[src/mode2_cfg_pkg.sv]
// constants for the mode-2 regulator configuration register pair
// assumes an 8-bit register port driven by the serial target engine
package mode2_cfg_pkg;

   // ---------------------------------------------------------------
   // register map
   // ---------------------------------------------------------------
   localparam logic [7:0] PRIMARY_ADDR = 8'h2A;
   localparam logic [7:0] SECONDARY_ADDR = 8'h2B;
   localparam logic [7:0] PRIMARY_RESET = 8'h1C;
   localparam logic [7:0] SECONDARY_RESET = 8'h4C;
   localparam logic [7:0] UNMAPPED_READ = 8'h00;

   // ---------------------------------------------------------------
   // field positions
   // ---------------------------------------------------------------
   localparam int SHIP_BIT = 7;
   localparam int PIN_SEL_BIT = 6;
   localparam int CORE_CODE_MSB = 5;
   localparam int KEY_ACTION_BIT = 6;
   localparam int SYS_OFFSET_BIT = 5;
   localparam int SYS_CODE_MSB = 4;

   // ---------------------------------------------------------------
   // modes and voltage mapping, in millivolts
   // ---------------------------------------------------------------
   localparam logic [1:0] MODE_SETTING_0 = 2'h0;
   localparam logic [1:0] MODE_SETTING_2 = 2'h2;
   localparam logic [11:0] STEP_MV = 12'h019;
   localparam logic [11:0] CORE_BASE_MV = 12'h1F4;
   localparam logic [11:0] CORE_TOP_MV = 12'h5DC;
   localparam logic [11:0] CORE_FIXED_MV = 12'h708;
   localparam logic [5:0] CORE_TOP_CODE = 6'h28;
   localparam logic [5:0] CORE_FIXED_CODE = 6'h3F;
   localparam logic [11:0] SYS_BASE_MV = 12'h5DC;
   localparam logic [4:0] SYS_TOP_CODE = 5'h18;
   localparam logic [11:0] SYS_OFFSET_MV = 12'h4B0;

endpackage

[src/mode2_regulator_config_regs.sv]
// mode-2 regulator configuration registers and their decoded controls
// assumes a register port from the serial target engine on core_clk and
// the present mode setting supplied by the mode controller
`timescale 1ns/1ps

// Behaviour
// - two read/write registers at 2Ah, 2Bh
// - primary bit 7 requests ship mode
// - pin-select 0 uses internal mode bits only
// - pin-select 1 uses external mode pins only
// - primary bits 5:0 core code, default 1.200 V
// - core code 0.5-1.5 V, clamp, ones 1.8 V
// - key action 0: falling key returns mode 0
// - key action 1: falling key changes nothing
// - secondary bit 5 adds 1.2 V offset
// - secondary bits 4:0 system code, default 01100
// - system code 1.5-2.1 V, clamps above
module mode2_regulator_config_regs (
   // clock and reset
   input wire logic core_clk,
   input wire logic rst_b,
   // register port
   input wire logic reg_wr_en,
   input wire logic reg_rd_en,
   input wire logic [7:0] reg_addr,
   input wire logic [7:0] reg_wr_data,
   output logic [7:0] reg_rd_data_q,
   // mode context
   input wire logic [1:0] current_mode,
   input wire logic mode_select_bit_0,
   input wire logic mode_select_bit_1,
   // pins
   input wire logic mode_select_pin_0,
   input wire logic mode_select_pin_1,
   input wire logic power_key_n,
   // controls
   output logic mode2_active_q,
   output logic ship_mode_q,
   output logic [1:0] mode_request_q,
   output logic return_to_mode0_q,
   output logic [11:0] core_buck_mv_q,
   output logic [11:0] system_buck_mv_q
);

   // ---------------------------------------------------------------
   // state
   // ---------------------------------------------------------------
   typedef struct packed {
      logic [7:0] primary;
      logic [7:0] secondary;
      logic [7:0] rd_data;
      logic key_prev;
      logic active;
      logic ship;
      logic [1:0] request;
      logic to_mode0;
      logic [11:0] core_mv;
      logic [11:0] sys_mv;
   } regs_s;

   // one flop bank: registers, read byte, key history and every output
   regs_s state_q;
   regs_s state_d;
   logic [2:0] pins_sync;

   // decoded targets matching the register defaults; assumes both default
   // codes sit in the linear part of their scale with no range offset
   localparam logic [11:0] CORE_RESET_MV = 12'(mode2_cfg_pkg::CORE_BASE_MV
      + 12'(mode2_cfg_pkg::PRIMARY_RESET[mode2_cfg_pkg::CORE_CODE_MSB:0]) * mode2_cfg_pkg::STEP_MV);
   localparam logic [11:0] SYS_RESET_MV = 12'(mode2_cfg_pkg::SYS_BASE_MV
      + 12'(mode2_cfg_pkg::SECONDARY_RESET[mode2_cfg_pkg::SYS_CODE_MSB:0]) * mode2_cfg_pkg::STEP_MV);

   // ---------------------------------------------------------------
   // decoding
   // ---------------------------------------------------------------
   function automatic logic hit(input logic [7:0] addr, input logic [7:0] offset);
      hit = (addr == offset);
   endfunction

   // unmapped addresses read as a fixed byte rather than a floating bus
   function automatic logic [7:0] read_byte(input logic [7:0] addr, input logic [7:0] primary,
      input logic [7:0] secondary);
      if (hit(addr, mode2_cfg_pkg::PRIMARY_ADDR)) begin
         read_byte = primary;
      end else if (hit(addr, mode2_cfg_pkg::SECONDARY_ADDR)) begin
         read_byte = secondary;
      end else begin
         read_byte = mode2_cfg_pkg::UNMAPPED_READ;
      end
   endfunction

   // all ones is a separate fixed level, not part of the linear scale
   function automatic logic [11:0] core_mv_of(input logic [5:0] code);
      if (code == mode2_cfg_pkg::CORE_FIXED_CODE) begin
         core_mv_of = mode2_cfg_pkg::CORE_FIXED_MV;
      end else if (code > mode2_cfg_pkg::CORE_TOP_CODE) begin
         core_mv_of = mode2_cfg_pkg::CORE_TOP_MV;
      end else begin
         core_mv_of = 12'(mode2_cfg_pkg::CORE_BASE_MV + 12'(code) * mode2_cfg_pkg::STEP_MV);
      end
   endfunction

   // clamp before the offset so both ranges top out at the same step
   function automatic logic [11:0] sys_mv_of(input logic [4:0] code, input logic offset);
      logic [4:0] lin_code;
      lin_code = code;
      if (code > mode2_cfg_pkg::SYS_TOP_CODE) begin
         lin_code = mode2_cfg_pkg::SYS_TOP_CODE;
      end
      sys_mv_of = 12'(mode2_cfg_pkg::SYS_BASE_MV + 12'(lin_code) * mode2_cfg_pkg::STEP_MV);
      if (offset) begin
         sys_mv_of = 12'(sys_mv_of + mode2_cfg_pkg::SYS_OFFSET_MV);
      end
   endfunction

   // ---------------------------------------------------------------
   // pin synchronisers
   // ---------------------------------------------------------------
   pin_sync #(
      .WIDTH(3)
   ) u_pin_sync (
      .core_clk(core_clk),
      .rst_b(rst_b),
      .pin_in({power_key_n, mode_select_pin_1, mode_select_pin_0}),
      .pin_sync_q(pins_sync)
   );

   // ---------------------------------------------------------------
   // next state
   // ---------------------------------------------------------------
   always_comb begin
      logic in_m2;
      logic key_fall;
      logic [5:0] core_code;
      logic [4:0] sys_code;
      in_m2 = (current_mode == mode2_cfg_pkg::MODE_SETTING_2);
      key_fall = state_q.key_prev & ~pins_sync[2];
      core_code = state_q.primary[mode2_cfg_pkg::CORE_CODE_MSB:0];
      sys_code = state_q.secondary[mode2_cfg_pkg::SYS_CODE_MSB:0];
      state_d = state_q;

      // ------------------------------------------------------------
      // register writes and reads
      // ------------------------------------------------------------
      // whole bytes stored, reserved bit included
      if (reg_wr_en && hit(reg_addr, mode2_cfg_pkg::PRIMARY_ADDR)) begin
         state_d.primary = reg_wr_data;
      end
      if (reg_wr_en && hit(reg_addr, mode2_cfg_pkg::SECONDARY_ADDR)) begin
         state_d.secondary = reg_wr_data;
      end
      // a read and a write on the same edge returns the old byte
      if (reg_rd_en) begin
         state_d.rd_data = read_byte(reg_addr, state_q.primary, state_q.secondary);
      end

      // ------------------------------------------------------------
      // mode, ship and key controls
      // ------------------------------------------------------------
      // third flop on the key level gives the edge, idle high after reset
      state_d.key_prev = pins_sync[2];
      state_d.active = in_m2;
      state_d.ship = in_m2 & state_q.primary[mode2_cfg_pkg::SHIP_BIT];

      // request follows the chosen source; held outside mode 2
      if (in_m2) begin
         if (state_q.primary[mode2_cfg_pkg::PIN_SEL_BIT]) begin
            state_d.request = pins_sync[1:0];
         end else begin
            state_d.request = {mode_select_bit_1, mode_select_bit_0};
         end
      end

      // key edge is one-cycle; debounce qualification is upstream
      state_d.to_mode0 = in_m2 & key_fall
         & ~state_q.secondary[mode2_cfg_pkg::KEY_ACTION_BIT]
         & (current_mode != mode2_cfg_pkg::MODE_SETTING_0);

      // ------------------------------------------------------------
      // voltage targets
      // ------------------------------------------------------------
      // computed in every mode so the regulator sees a settled value on entry
      state_d.core_mv = core_mv_of(core_code);
      state_d.sys_mv = sys_mv_of(sys_code, state_q.secondary[mode2_cfg_pkg::SYS_OFFSET_BIT]);
   end

   // ---------------------------------------------------------------
   // registers
   // ---------------------------------------------------------------
   always_ff @(posedge core_clk or negedge rst_b) begin
      if (!rst_b) begin
         state_q.primary <= mode2_cfg_pkg::PRIMARY_RESET;
         state_q.secondary <= mode2_cfg_pkg::SECONDARY_RESET;
         state_q.rd_data <= mode2_cfg_pkg::UNMAPPED_READ;
         state_q.key_prev <= 1'b1;
         state_q.active <= 1'b0;
         state_q.ship <= 1'b0;
         state_q.request <= mode2_cfg_pkg::MODE_SETTING_0;
         state_q.to_mode0 <= 1'b0;
         // targets mirror the register defaults
         state_q.core_mv <= CORE_RESET_MV;
         state_q.sys_mv <= SYS_RESET_MV;
      end else begin
         state_q <= state_d;
      end
   end

   // ---------------------------------------------------------------
   // outputs, each straight from its flop
   // ---------------------------------------------------------------
   assign reg_rd_data_q = state_q.rd_data;
   assign mode2_active_q = state_q.active;
   assign ship_mode_q = state_q.ship;
   assign mode_request_q = state_q.request;
   assign return_to_mode0_q = state_q.to_mode0;
   assign core_buck_mv_q = state_q.core_mv;
   assign system_buck_mv_q = state_q.sys_mv;

endmodule

[src/pin_sync.sv]
// two-flop synchroniser for a group of asynchronous pins
// assumes the pins are quasi-static relative to core_clk
`timescale 1ns/1ps
module pin_sync #(
   parameter int WIDTH = 3
) (
   // clock and reset
   input wire logic core_clk,
   input wire logic rst_b,
   // pins and synchronised levels
   input wire logic [WIDTH-1:0] pin_in,
   output logic [WIDTH-1:0] pin_sync_q
);

   // a zero-width bank cannot be built
   if (WIDTH < 1) begin : g_width_check
      $error("pin_sync: WIDTH must be at least 1");
   end

   typedef struct packed {
      logic [WIDTH-1:0] meta;
      logic [WIDTH-1:0] sync;
   } sync_s;

   sync_s state_q;
   sync_s state_d;

   always_comb begin
      state_d.meta = pin_in;
      state_d.sync = state_q.meta;
   end

   // reset to all ones: the key pin idles high, so no false edge at release
   always_ff @(posedge core_clk or negedge rst_b) begin
      if (!rst_b) begin
         state_q <= '1;
      end else begin
         state_q <= state_d;
      end
   end

   assign pin_sync_q = state_q.sync;

endmodule

[config.mk]
export PLATFORM = sky130hd
export DESIGN_NAME = mode2_regulator_config_regs
export DESIGN_NICKNAME = d
export VERILOG_FILES = /design/src/mode2_cfg_pkg.sv /design/src/mode2_regulator_config_regs.sv /design/src/pin_sync.sv
export SDC_FILE = /design/constraint.sdc
export NUM_CORES = 1
export LEC_CHECK = 0
export ABC_AREA = 1
export BUFFER_PORTS_ARGS = -buffer_cell sky130_fd_sc_hd__clkbuf_2
export CORE_AREA = 2 2 76 114
export DETAILED_ROUTE_END_ITERATION = 16
export DIE_AREA = 0 0 78 116
export PLACE_DENSITY = 0.71
export SYNTH_ARGS = -nofsm -noshare
export SYNTH_HDL_FRONTEND = slang
export SYNTH_SLANG_ARGS = --single-unit
[constraint.sdc]
create_clock -name core_clk -period 10.14 [get_ports core_clk]
set_input_delay 1.014 -clock core_clk [delete_from_list [all_inputs] [get_ports core_clk]]
set_output_delay 1.014 -clock core_clk [all_outputs]
set_load 0.02 [all_outputs]
After elaboration in Yosys (flattened, before gate mapping)
Index checks and enable logic that the tools add are counted.
Widths: inputs -> output; s select.
{ "totals": {"register_bits": 60, "inputBits": 27, "output_inout_bits": 37, "word_cells": 40} }
{ "classes": {"n_addsub": 3, "mul": 2, "order_cmp": 2, "n_eq_ne": 4, "muxes": 7, "bitwise": 7, "reduce_logical": 3} }
{ "ops": {"columns": ["op", "n"], "rows": [
  ["$mux 12", 3],
  ["$eq 8x6->1 const B", 2],
  ["$mux 8", 2],
  ["$add 11x10->12 const A", 1],
  ["$add 12x11->12 const B", 1],
  ["$add 9x11->12 const A", 1],
  ["$mul 6x5->11 const B", 1],
  ["$mul 5x5->10 const B", 1],
  ["$eq 6x6->1 const B", 1],
  ["$gt 6x6->1 const B", 1],
  ["$and 1x1->1", 5],
  ["$gt 5x5->1 const B", 1],
  ["$mux 5", 1],
  ["$eq 2x2->1 const B", 1],
  ["$logic_and 1x1->1", 2],
  ["$mux 2", 1],
  ["$not 1->1", 2],
  ["$reduce_bool 2->1", 1]
]} }

Logic depth before layout (Yosys ltp)
Gate-level depths: netlist (run 1).
{ "logic_depth": {"ltp_word": 6, "depth_mapped": 21, "depth_no_buf": 21} }

Hierarchy
A second synthesis (run 1) with hierarchy kept.
{ "unflattened": {"hier_cells": 444, "hier_area_um2": 3936.3} }
{ "by_module_without_submodules": {"columns": ["module", "instances", "cells_per_inst", "area_per_inst_um2", "seq_area_each_um2"], "rows": [
  ["mode2_regulator_config_regs", 1, 438, 3778.6, 1370.1],
  ["pin_sync", 1, 6, 157.7, 157.7]
]} }

Worst setup path before layout (run 1)
OpenSTA, ideal clock, no wires.
{ "synth_timing": {"path_type": "register -> register", "startpoint": "register state_q[41] in the netlist's numbering", "endpoint": "register state_q, in the netlist system_buck_mv_q[11]", "setup_ps": 113, "arrival_ps": 3255, "required_time_ps": 10027, "path_slack_ps": 6772, "stages_incl_launch_ff": 18, "path_buffers": 0, "synth_period_minus_slack_ps": 3368, "path_cell_list": "dfstp_2 > ha_1 > inv_1 > a31oi_1 > nor2_1 > ha_1 > ha_1 > ha_1 > inv_1 > fa_1 > xnor2_1 > nand2_1 > nand3_1 > nand3_1 > nand2_1 > nand2_1 > nand2_1 > inv_1"} }
{ "synth_rtl": {"columns": ["item", "line_no", "rtl"], "rows": [
  ["start: declaration", "mode2_regulator_config_regs.sv:62", "regs_s state_q;"],
  ["start signal: assignment", "mode2_regulator_config_regs.sv:204", "state_q <= state_d;"]
]} }

==> results of run 1 <==
-- cells in the mapped netlist --
library cell	number	area (sq um)
a21o_1	1	7.51
a21oi_1	10	50.1
a31oi_1	11	68.8
buf_4	35	263
buf_6	2	22.5
clkbuf_1	3	11.3
dfrtp_1	39	976
dfstp_2	21	552
fa_1	5	100
ha_1	53	663
inv_1	76	285
mux2i_1	1	10.0
nand2_1	68	255
nand2_2	7	43.8
nand3_1	34	170
nand3b_1	1	7.51
nand4_1	2	12.5
nor2_1	35	131
nor2_4	2	22.5
nor3_1	1	5.00
nor3_2	1	10.0
nor4_4	2	42.5
o21ai_0	18	90.1
o21ai_1	1	5.00
o21ai_2	4	35.0
o21bai_1	1	7.51
o31ai_2	1	12.5
or2_2	1	6.26
xnor2_1	4	35.0
xor2_1	4	35.0
-- path summary, 6_finish.rpt --
path	startpoint	to	slack, ns	depth (start not counted)
setup / recovery	state_q[41]	system_buck_mv_q[11]	6.46	17
hold / removal	u_pin_sync.state_d[2]	u_pin_sync.pin_sync_q[2]	0.36	0
setup reg to reg	state_q[41]	system_buck_mv_q[11]	6.46	17
hold reg to reg	u_pin_sync.state_d[2]	u_pin_sync.pin_sync_q[2]	0.36	0
max in group asynchronous	rst_b	ship_mode_q	8.81	2
min in group asynchronous	rst_b	reg_rd_data_q[2]	0.84	2
-- state kept, by name, indices dropped and copies added, names as in the netlist --
| register | flops |
|---|---|
| ship_mode_q | 1 |
| reg_rd_data_q | 8 |
| mode2_active_q | 1 |
| core_buck_mv_q | 12 |
| u_pin_sync.pin_sync_q | 3 |
| mode_request_q | 2 |
| u_pin_sync.state_d | 3 |
| state_q | 17 |
| return_to_mode0_q | 1 |
| system_buck_mv_q | 12 |
-- stage by stage --
step,util (%),hold slack [ns]
after floorplan,-,0.345
after global placement,51.1,0.346
after detailed placement,51.1,0.348
after CTS,55.1,0.356
after global routing,55.1,0.359
final,55.1,0.355
-- report_power, final --
| group | switching [mW] | internal [mW] |
|---|---|---|
| Sequential | 0.0183 | 0.288 |
| Combinational | 0.199 | 0.121 |
| Clock | 0.108 | 0.215 |
-- final cells by class --
type | count | area share (%)
clock buffer | 10 | 5.19
clock inverter | 6 | 2.01
inverter | 76 | 6.47
multi-input combinational | 268 | 41.4
sequential | 60 | 34.6
tap | 105 | 2.98
timing repair buffer | 64 | 7.32
-- metal layers --
metal | vias up | track usage (%)
met2 | 59 | 33.4
met5 | - | 0
met4 | 0 | 9.71
met1 | 1377 | 18.5
li1 | 1443 | -
met3 | 24 | 4.52
-- cell families after synthesis --
family | after synthesis | synth area share (%)
xor+xnor | 8 | 1.78
buf+inv | 116 | 14.8
fa+ha+maj | 58 | 19.4
compound gates | 47 | 7.02
mux | 1 | 0.254
simple gates | 154 | 18.0
flops | 60 | 38.8
-- critical path, stage by stage, from the launching register on --
cell and delay [ns]:
dfstp_2 0.60, ha_1 0.25, inv_1 0.08, a31oi_1 0.28, nor2_1 0.13, ha_1 0.30, ha_1 0.30, ha_1 0.31
inv_1 0.06, fa_1 0.45, xnor2_1 0.26, nand2_1 0.11, nand3_1 0.12, nand3_1 0.12, nand2_1 0.08, nand2_1 0.05
nand2_1 0.05, inv_1 0.03
==> summary.md, run 1 <==
| Metric | Value |
|---|---|
| P_leak | 2.33 nW |
| WL met1 | 2.90 mm |
| Most frequent cells in the layout | 76 x inv_1, 68 x nand2_1, 63 x clkbuf_2 |
| Power after layout | 0.949 mW |
| Final Hold Viols | 0 |
| Die X-Extent | 78 microns |
| FF+latch area | 1530 sq um |
| GRT overflow | 0 |
| Setup violators final | 0 |
| DR WL met2 | 4.01 mm |
| Initial antenna violation count | 0 |
| Placed Area | 4090 sq um |
| Post-route insts no fill | 589 |
| Post-CTS Setup Inserts | 0 |
| Post-synthesis cell count | 444 |
| Fin worst setup slack | 6.46 ns |
| Clock Sinks | 60 |
| Synth cell types | 30 |
| Hold buffer count at cts | 0 |
| Worst hold-check path type | reg -> reg |
| Max Fclk | 0.272 GHz |
| ANT nets after route | 0 |
| Worst Tran Pin Value | 0.881 ns |
| Nets | 564 |
| DR vias | 2903 |
| Clock latency on the worst-skew pair | 0.33 ns |
| Tmin final | 3.68 ns |
| Sequential-to-total area share from yosys stat | 38.8% |
| Share of post-route cells with drive strength above 1 | 24.4% |
| PD cells | 215 nW/um^2 |
| Critical Path Fanout Max | 7 |
| Port Buffers | 63 |
| Top Metal Used | met4 |
| DRC Markers | 0 |
| Vias per cell | 4.93 |
| Htree depth | 3 |
| Clock transition at path regs | 0.05 ns |
| Post-route clock period utilization | 36.3% |
| Final count of pins violating max slew | 0 |
| Core area | 8010 sq um |
| Total length of routed wires | 7.53 mm |
| Final-layout fill cell count | 751 |
| Post-Syn Nets | 529 |
| Commonest non-fill, non-tap cell in the layout | inv_1 |
| Clock Skew | 0.00609 ns |
| Wire per inst | 12.8 microns |
| Worst setup EP type | flip-flop |
| 1st-iter DRT viols | 128 |
| Post-synthesis average cell area | 8.87 sq um |
| Row count | 40 |
| TritonCTS clock tree | built |
| Routability cong. | 0.906 |
| I/O pin total | 64 |
| Fin area | 4410 sq um |
| Area Growth Syn to Fin | 12.1% |
| Kind of critical path | reg -> reg |
| Die area | 9050 sq um |
| Largest net degree at the start of global routing | 61 |
| Synthesized flop and latch total | 60 |
| Placed insts | 573 |
| Startpoint Class | flip-flop |
| Slew Limit Headroom | 40.9% |
| # diodes | 0 |
| VDD IR-drop max | 0.0959 mV |
| Cts bufs inserted | 9 |
| YS warnings | 0 |
| Longest Clk Path Bufs | 2 |
| Area of the multi-input gates | 1830 sq um |
| # Max-Cap Violations | 0 |
| Dpl ws | 6.49 ns |
| Initial Util | 49.2% |
| Hpwl dp | 6.05 mm |
| Die Ht | 116 microns |
| Worst Path Required | 10.37 ns |
| Post-CTS Resized | 0 |
| DR WL met3 | 308 microns |
| Root buf cell | clkbuf_16 |
| Outcome | finished clean |
| Vias in the first global route | 2764 |
| Arrival time worst endpoint | 3.91 ns |
| Unrepaired setup endpoints after global routing | no |
| Global Route Usage Sum | 18.0% |
| Total Negative Setup Slacks | 0 ns |
| Synthesized area | 3940 sq um |
| TritonRoute pass-1 iters | 4 |
| First-pass GRT wire length | 12.4 mm |
Note: power is estimated with default switching activity, not from simulation.
==> run 2: changes to the inputs <==
clock period = 3.75 ns   (was 10.14 ns; I/O delays follow)
==> summary.md, run 2 (synthesis results as in run 1) <==
| Metric | Value |
|---|---|
| Die Ht | 116 microns (unchanged) |
| Cts bufs inserted | 9 (unchanged) |
| Core area | 8010 sq um (unchanged) |
| Max FFs per register | 17 (unchanged) |
| Clock transition at path regs | 0.05 ns (about the same) |
| Initial Util | 49.2% (unchanged) |
| Total Negative Setup Slacks | 0 ns (unchanged) |
| Vias in the first global route | 2973 (+7.6%) |
| Initial antenna violation count | 0 (unchanged) |
| Placed Area | 4110 sq um (+0.37%) |
| Slew Limit Headroom | 35.3% (-5.6 points) |
| Final Hold Viols | 0 (unchanged) |
| Worst Path Required | 4.02 ns (-6.35 ns) |
| Longest Clk Path Bufs | 2 (unchanged) |
| Clock Sinks | 60 (unchanged) |
| Root buf cell | clkbuf_16 |
| Launching point of the worst reg2reg path | state_q[41] |
| Routability cong. | 0.905 (-0.13%) |
| Startpoint Class | flip-flop |
| DRC Markers | 0 (unchanged) |
| GRT overflow | 0 (unchanged) |
| Port Buffers | 63 (unchanged) |
| TritonRoute pass-1 iters | 4 (unchanged) |
| Arrival time worst endpoint | 3.78 ns (-0.13 ns) |
| Row count | 40 (unchanged) |
| Min-Delay Startpoint | power_key_n |
| Clock latency on the worst-skew pair | 0.33 ns (about the same) |
| Worst setup EP type | flip-flop |
| Critical Path Fanout Max | 6 (-1) |
| Global Route Usage Sum | 18.6% (+0.54 points) |
| Worst Tran Pin Value | 0.971 ns (+0.0906 ns) |
| Hpwl dp | 6.33 mm (+4.5%) |
| # Max-Cap Violations | 0 (unchanged) |
| Worst Hold End | u_pin_sync.state_d[2] |
| Min-Delay Path Depth | 1 (+1) |
| Tmin final | 3.51 ns (-0.173 ns) |
| Fin area | 4510 sq um (+2.1%) |
| 1st-iter DRT viols | 121 (-5.5%) |
| First-pass GRT wire length | 12.9 mm (+3.6%) |
| Worst reg2reg path endpoint | system_buck_mv_q[10] |
| # diodes | 0 (unchanged) |
| TritonCTS clock tree | built |
| ANT nets after route | 0 (unchanged) |
| Hold buffer count at cts | 0 (unchanged) |
| Clock Skew | 0.00455 ns (-0.00154 ns) |
| Max Fclk | 0.285 GHz (+4.9%) |
| Reg with most FFs | state_q |
| Htree depth | 3 (unchanged) |
| P_leak | 2.36 nW (+1.4%) |
| Kind of critical path | reg -> reg |
| Outcome | finished clean |
| VDD IR-drop max | 0.295 mV (+210%) |
| Commonest non-fill, non-tap cell in the layout | inv_1 |
| Unrepaired setup endpoints after global routing | no |
| Post-route clock period utilization | 93.6% (+57 points) |
| R2R depth | 18 (+1) |
| Share of post-route cells with drive strength above 1 | 26.6% (+2.3 points) |
| Total length of routed wires | 7.99 mm (+6.1%) |
| I/O pin total | 64 (unchanged) |
| Worst hold-check path type | in -> reg |
| Vias per cell | 4.94 (+0.25%) |
| Largest net degree at the start of global routing | 40 (-34%) |
| PD cells | 586 nW/um^2 (+170%) |
| Nets | 568 (+0.71%) |
| Setup violators final | 0 (unchanged) |
| DR vias | 2930 (+0.93%) |
| Wire per inst | 13.5 microns (+5.4%) |
| Most frequent cells in the layout | 75 x inv_1, 68 x nand2_1, 63 x clkbuf_2 |
| R2r setup slk | 0.24 ns (-6.22 ns) |
| Die area | 9050 sq um (unchanged) |
| Final count of pins violating max slew | 0 (unchanged) |
| Die X-Extent | 78 microns (unchanged) |
| Area Growth Syn to Fin | 14.5% |
[run 2: cell types whose count changed in the layout (fill, tap and decap cells not counted), sizes merged]
cell,change
clkbuf,+3
buf,+4
clkinvlp,-1
clkinv,-2
[run 2: cell type report]
class / instances / area (sq um)
fillers: 720 / 3500
multi-input cells: 268 / 1870
flip-flops and latches: 60 / 1530
repair buffers: 68 / 353
inverters: 76 / 285
clock buffers: 13 / 270
well taps: 105 / 131
clock inverters: 3 / 67.6
[run 2: metrics by stage]
step,utilization [%],hold WS (ns),setup WS [ns],cells,total power [mW]
6_report,56.3,0.128,0.242,593,2.64
5_1_grt,56.3,0.113,0.00272,593,2.82
4_1_cts,55.5,0.117,0.139,591,2.64
3_5_place_dp,51.3,0.348,0.192,575,1.72
3_3_place_gp,51.3,0.347,0.303,575,1.70
2_1_floorplan,-,0.0794,0.382,444,1.58
[run 2: worst max path at each step]
stage	startpoint	endpoint	slack (ns)	cells after the start
floorplan	state_q[41]	system_buck_mv_q[11]	0.38	17
global placement	state_q[41]	system_buck_mv_q[11]	0.30	17
detailed placement	state_q[41]	system_buck_mv_q[11]	0.19	20
global route	state_q[41]	system_buck_mv_q[11]	0.003	21
finish	state_q[41]	system_buck_mv_q[10]	0.24	18
CTS	state_q[41]	system_buck_mv_q[10]	0.14	18
[run 2: what timing repair did]
action                                  4_1_cts  5_1_grt
buffers inserted                              0        2
endpoints found under the setup margin        0        4
gates resized for setup                       0        9
[run 2: power by group]
group          total, mW  leakage [nW]  internal [mW]  switching, mW
clock              0.915         0.162          0.635          0.279
combinational      0.899          1.53          0.347          0.552
sequential         0.829         0.670          0.778         0.0503
[run 2: metal layers]
| metal | wire length [microns] | vias up | share of wire (%) | GRT usage [%] |
|---|---|---|---|---|
| met5 | 0 | - | 0 | 0 |
| met1 | 2940 | 1399 | 37 | 18.0 |
| met3 | 369 | 25 | 4.6 | 5.22 |
| met2 | 4400 | 57 | 55 | 35.1 |
| met4 | 270 | 0 | 3.4 | 10.2 |
| li1 | - | 1449 | - | - |
[run 2: critical path: stages (launching register included)]
cell and delay, ns:
dfstp_2 0.60, ha_2 0.25, inv_1 0.10, a31oi_4 0.17
nor2_2 0.07, ha_1 0.29, ha_1 0.30, ha_1 0.31
inv_1 0.07, fa_2 0.59, ha_1 0.15, inv_1 0.05
nand2_1 0.06, nand3_1 0.09, nand3_1 0.11, nand2_1 0.07
nand2_1 0.08, nand2_1 0.05, inv_1 0.05
==> run 3: changes to the inputs <==
CORE_AREA = 2 2 73 109   (was 2 2 76 114)
DIE_AREA = 0 0 75 111   (was 0 0 78 116)
PLACE_DENSITY = 0.76   (was 0.71)
==> summary.md, run 3 (synthesis results as in run 1) <==
| Metric | Value |
|---|---|
| Outcome | finished clean |
| Routability cong. | 0.973 (+7.5%) |
| TritonCTS clock tree | built |
| Htree depth | 3 (unchanged) |
| Final-layout fill cell count | 649 (-9.9%) |
| Die X-Extent | 75 microns (-3.8%) |
| VDD IR-drop max | 0.376 mV (+28%) |
| I/O pin total | 64 (unchanged) |
| Hold buffer count at cts | 0 (unchanged) |
| TritonRoute pass-1 iters | 4 (unchanged) |
| First-pass GRT wire length | 13.6 mm (+5.8%) |
| Die area | 8330 sq um (-8.0%) |
| 1st-iter DRT viols | 220 (+82%) |
| Worst setup path end | system_buck_mv_q[11] |
| Initial antenna violation count | 0 (unchanged) |
| Worst Tran Pin Value | 0.954 ns (-0.0169 ns) |
| Max FFs per register | 17 (unchanged) |
| # diodes | 0 (unchanged) |
| FF+latch area | 1530 sq um (unchanged) |
| Largest net degree at the start of global routing | 34 (-15%) |
| Worst Path Required | 3.98 ns (-0.04 ns) |
| Core area | 7470 sq um (-6.8%) |
| Post-route clock period utilization | 92.7% (-0.87 points) |
| Post-layout util | 59.1% (+2.9 points) |
| Vias in the first global route | 3129 (+5.2%) |
| Reg with most FFs | state_q |
| Root buf cell | clkbuf_16 |
| Clock Sinks | 60 (unchanged) |
| Die Ht | 111 microns (-4.3%) |
| DRC Markers | 0 (unchanged) |
| Cts bufs inserted | 9 (unchanged) |
| Worst setup EP type | flip-flop |
| Kind of critical path | reg -> reg |
| # Max-Cap Violations | 0 (unchanged) |
| Setup violators final | 0 (unchanged) |
| GRT overflow | 0 (unchanged) |
| Row count | 39 (-2.5%) |
| Longest Clk Path Bufs | 2 (unchanged) |
| Slew Limit Headroom | 35.9% (+0.65 points) |
| Tmin final | 3.48 ns (-0.0328 ns) |
| R2R depth | 19 (+1) |
| Total length of routed wires | 8.17 mm (+2.4%) |
| ANT nets after route | 0 (unchanged) |
| Total Negative Setup Slacks | 0 ns (unchanged) |
| Wire per inst | 13.9 microns (+3.2%) |
| Commonest non-fill, non-tap cell in the layout | inv_1 |
| Startpoint Class | flip-flop |
| Port Buffers | 63 (unchanged) |
| Final count of pins violating max slew | 0 (unchanged) |
| Crit path from | state_q[41] |
| Fin worst setup slack | 0.274 ns (+0.0328 ns) |
| Global Route Usage Sum | 21.4% (+2.9 points) |
| Launching point of the worst reg2reg path | state_q[41] |
| Clock latency on the worst-skew pair | 0.33 ns (about the same) |
| Area of the multi-input gates | 1860 sq um (-0.27%) |
| Nets | 566 (-0.35%) |
| Share of post-route cells with drive strength above 1 | 26.5% (-0.096 points) |
| Area Growth Syn to Fin | 12.1% |
| R2r setup slk | 0.27 ns (+0.03 ns) |
| Initial Util | 52.7% (+3.6 points) |
| Max Fclk | 0.288 GHz (+0.94%) |
| Final Hold Viols | 0 (unchanged) |
| Vias per cell | 5.09 (+3.1%) |
| Hpwl dp | 6.30 mm (-0.47%) |
| Critical Path Fanout Max | 5 (-1) |
| DR vias | 2994 (+2.2%) |
| P_leak | 2.32 nW (-1.6%) |
| Worst reg2reg path endpoint | system_buck_mv_q[11] |
| Most frequent cells in the layout | 75 x inv_1, 68 x nand2_1, 63 x clkbuf_2 |
| PD cells | 564 nW/um^2 (-3.9%) |
| Clock Skew | 0.00617 ns (+0.00162 ns) |
| Worst hold-check path type | in -> async |
| Power after layout | 2.49 mW (-5.8%) |
| Dpl ws | 0.150 ns (-0.0423 ns) |
| Arrival time worst endpoint | 3.70 ns (-0.08 ns) |
| Clock transition at path regs | 0.05 ns (about the same) |
-- run 3: worst min-delay path by stage --
stage,from,endpoint,cells after the start
6_report,rst_b,core_buck_mv_q[1],1
5_1_grt,mode_select_pin_1,u_pin_sync.state_d[1],1
4_1_cts,mode_select_pin_1,u_pin_sync.state_d[1],1
3_5_place_dp,u_pin_sync.state_d[2],u_pin_sync.pin_sync_q[2],0
3_3_place_gp,u_pin_sync.state_d[1],u_pin_sync.pin_sync_q[1],0
2_1_floorplan,rst_b,core_buck_mv_q[0],0
-- run 3: timing repair --
item | in CTS | in global routing
endpoints found under the setup margin | 0 | 4
setup buffers | 0 | 1
gates resized for setup | 0 | 9
-- run 3: metal layers --
layer / global-route usage (%) / part of all wire (%)
met1: 22.5 / 37
met2: 38.0 / 56
met3: 5.36 / 4.1
met4: 10.2 / 2.6
met5: 0 / 0
-- run 3: metrics by stage --
stage               std cells  hold slack (ns)  cell area [sq um]
floorplan                 444           0.0794               3940
global placement          571            0.346               4100
detailed placement        571            0.347               4100
CTS                       587            0.121               4370
global route              588            0.116               4410
finish                    588            0.127               4410
-- run 3: power breakdown --
group / internal (mW) / switching (mW)
Sequential: 0.778 / 0.0459
Clock: 0.459 / 0.283
Combinational: 0.345 / 0.577
-- run 3: worst max-delay path: stages, from the launching register on --
cell     delay, ns
dfstp_2       0.58
ha_2          0.22
inv_1         0.07
a31oi_2       0.19
nor2_2        0.08
ha_1          0.27
ha_1          0.29
ha_1          0.31
inv_1         0.07
fa_1          0.48
inv_1         0.08
nand3_1       0.08
nand3_1       0.10
nand2_1       0.09
nor2_2        0.12
nand3_1       0.14
nand2_1       0.08
nand2_1       0.05
nand2_1       0.05
inv_1         0.03
-- run 3: cell type report --
type | count | share of cell area [%]
clock buffer | 11 | 5.50
tap | 102 | 2.89
timing repair buffer | 66 | 7.65
multi-input combinational | 268 | 42.2
sequential | 60 | 34.6
inverter | 76 | 6.46
clock inverter | 5 | 0.624
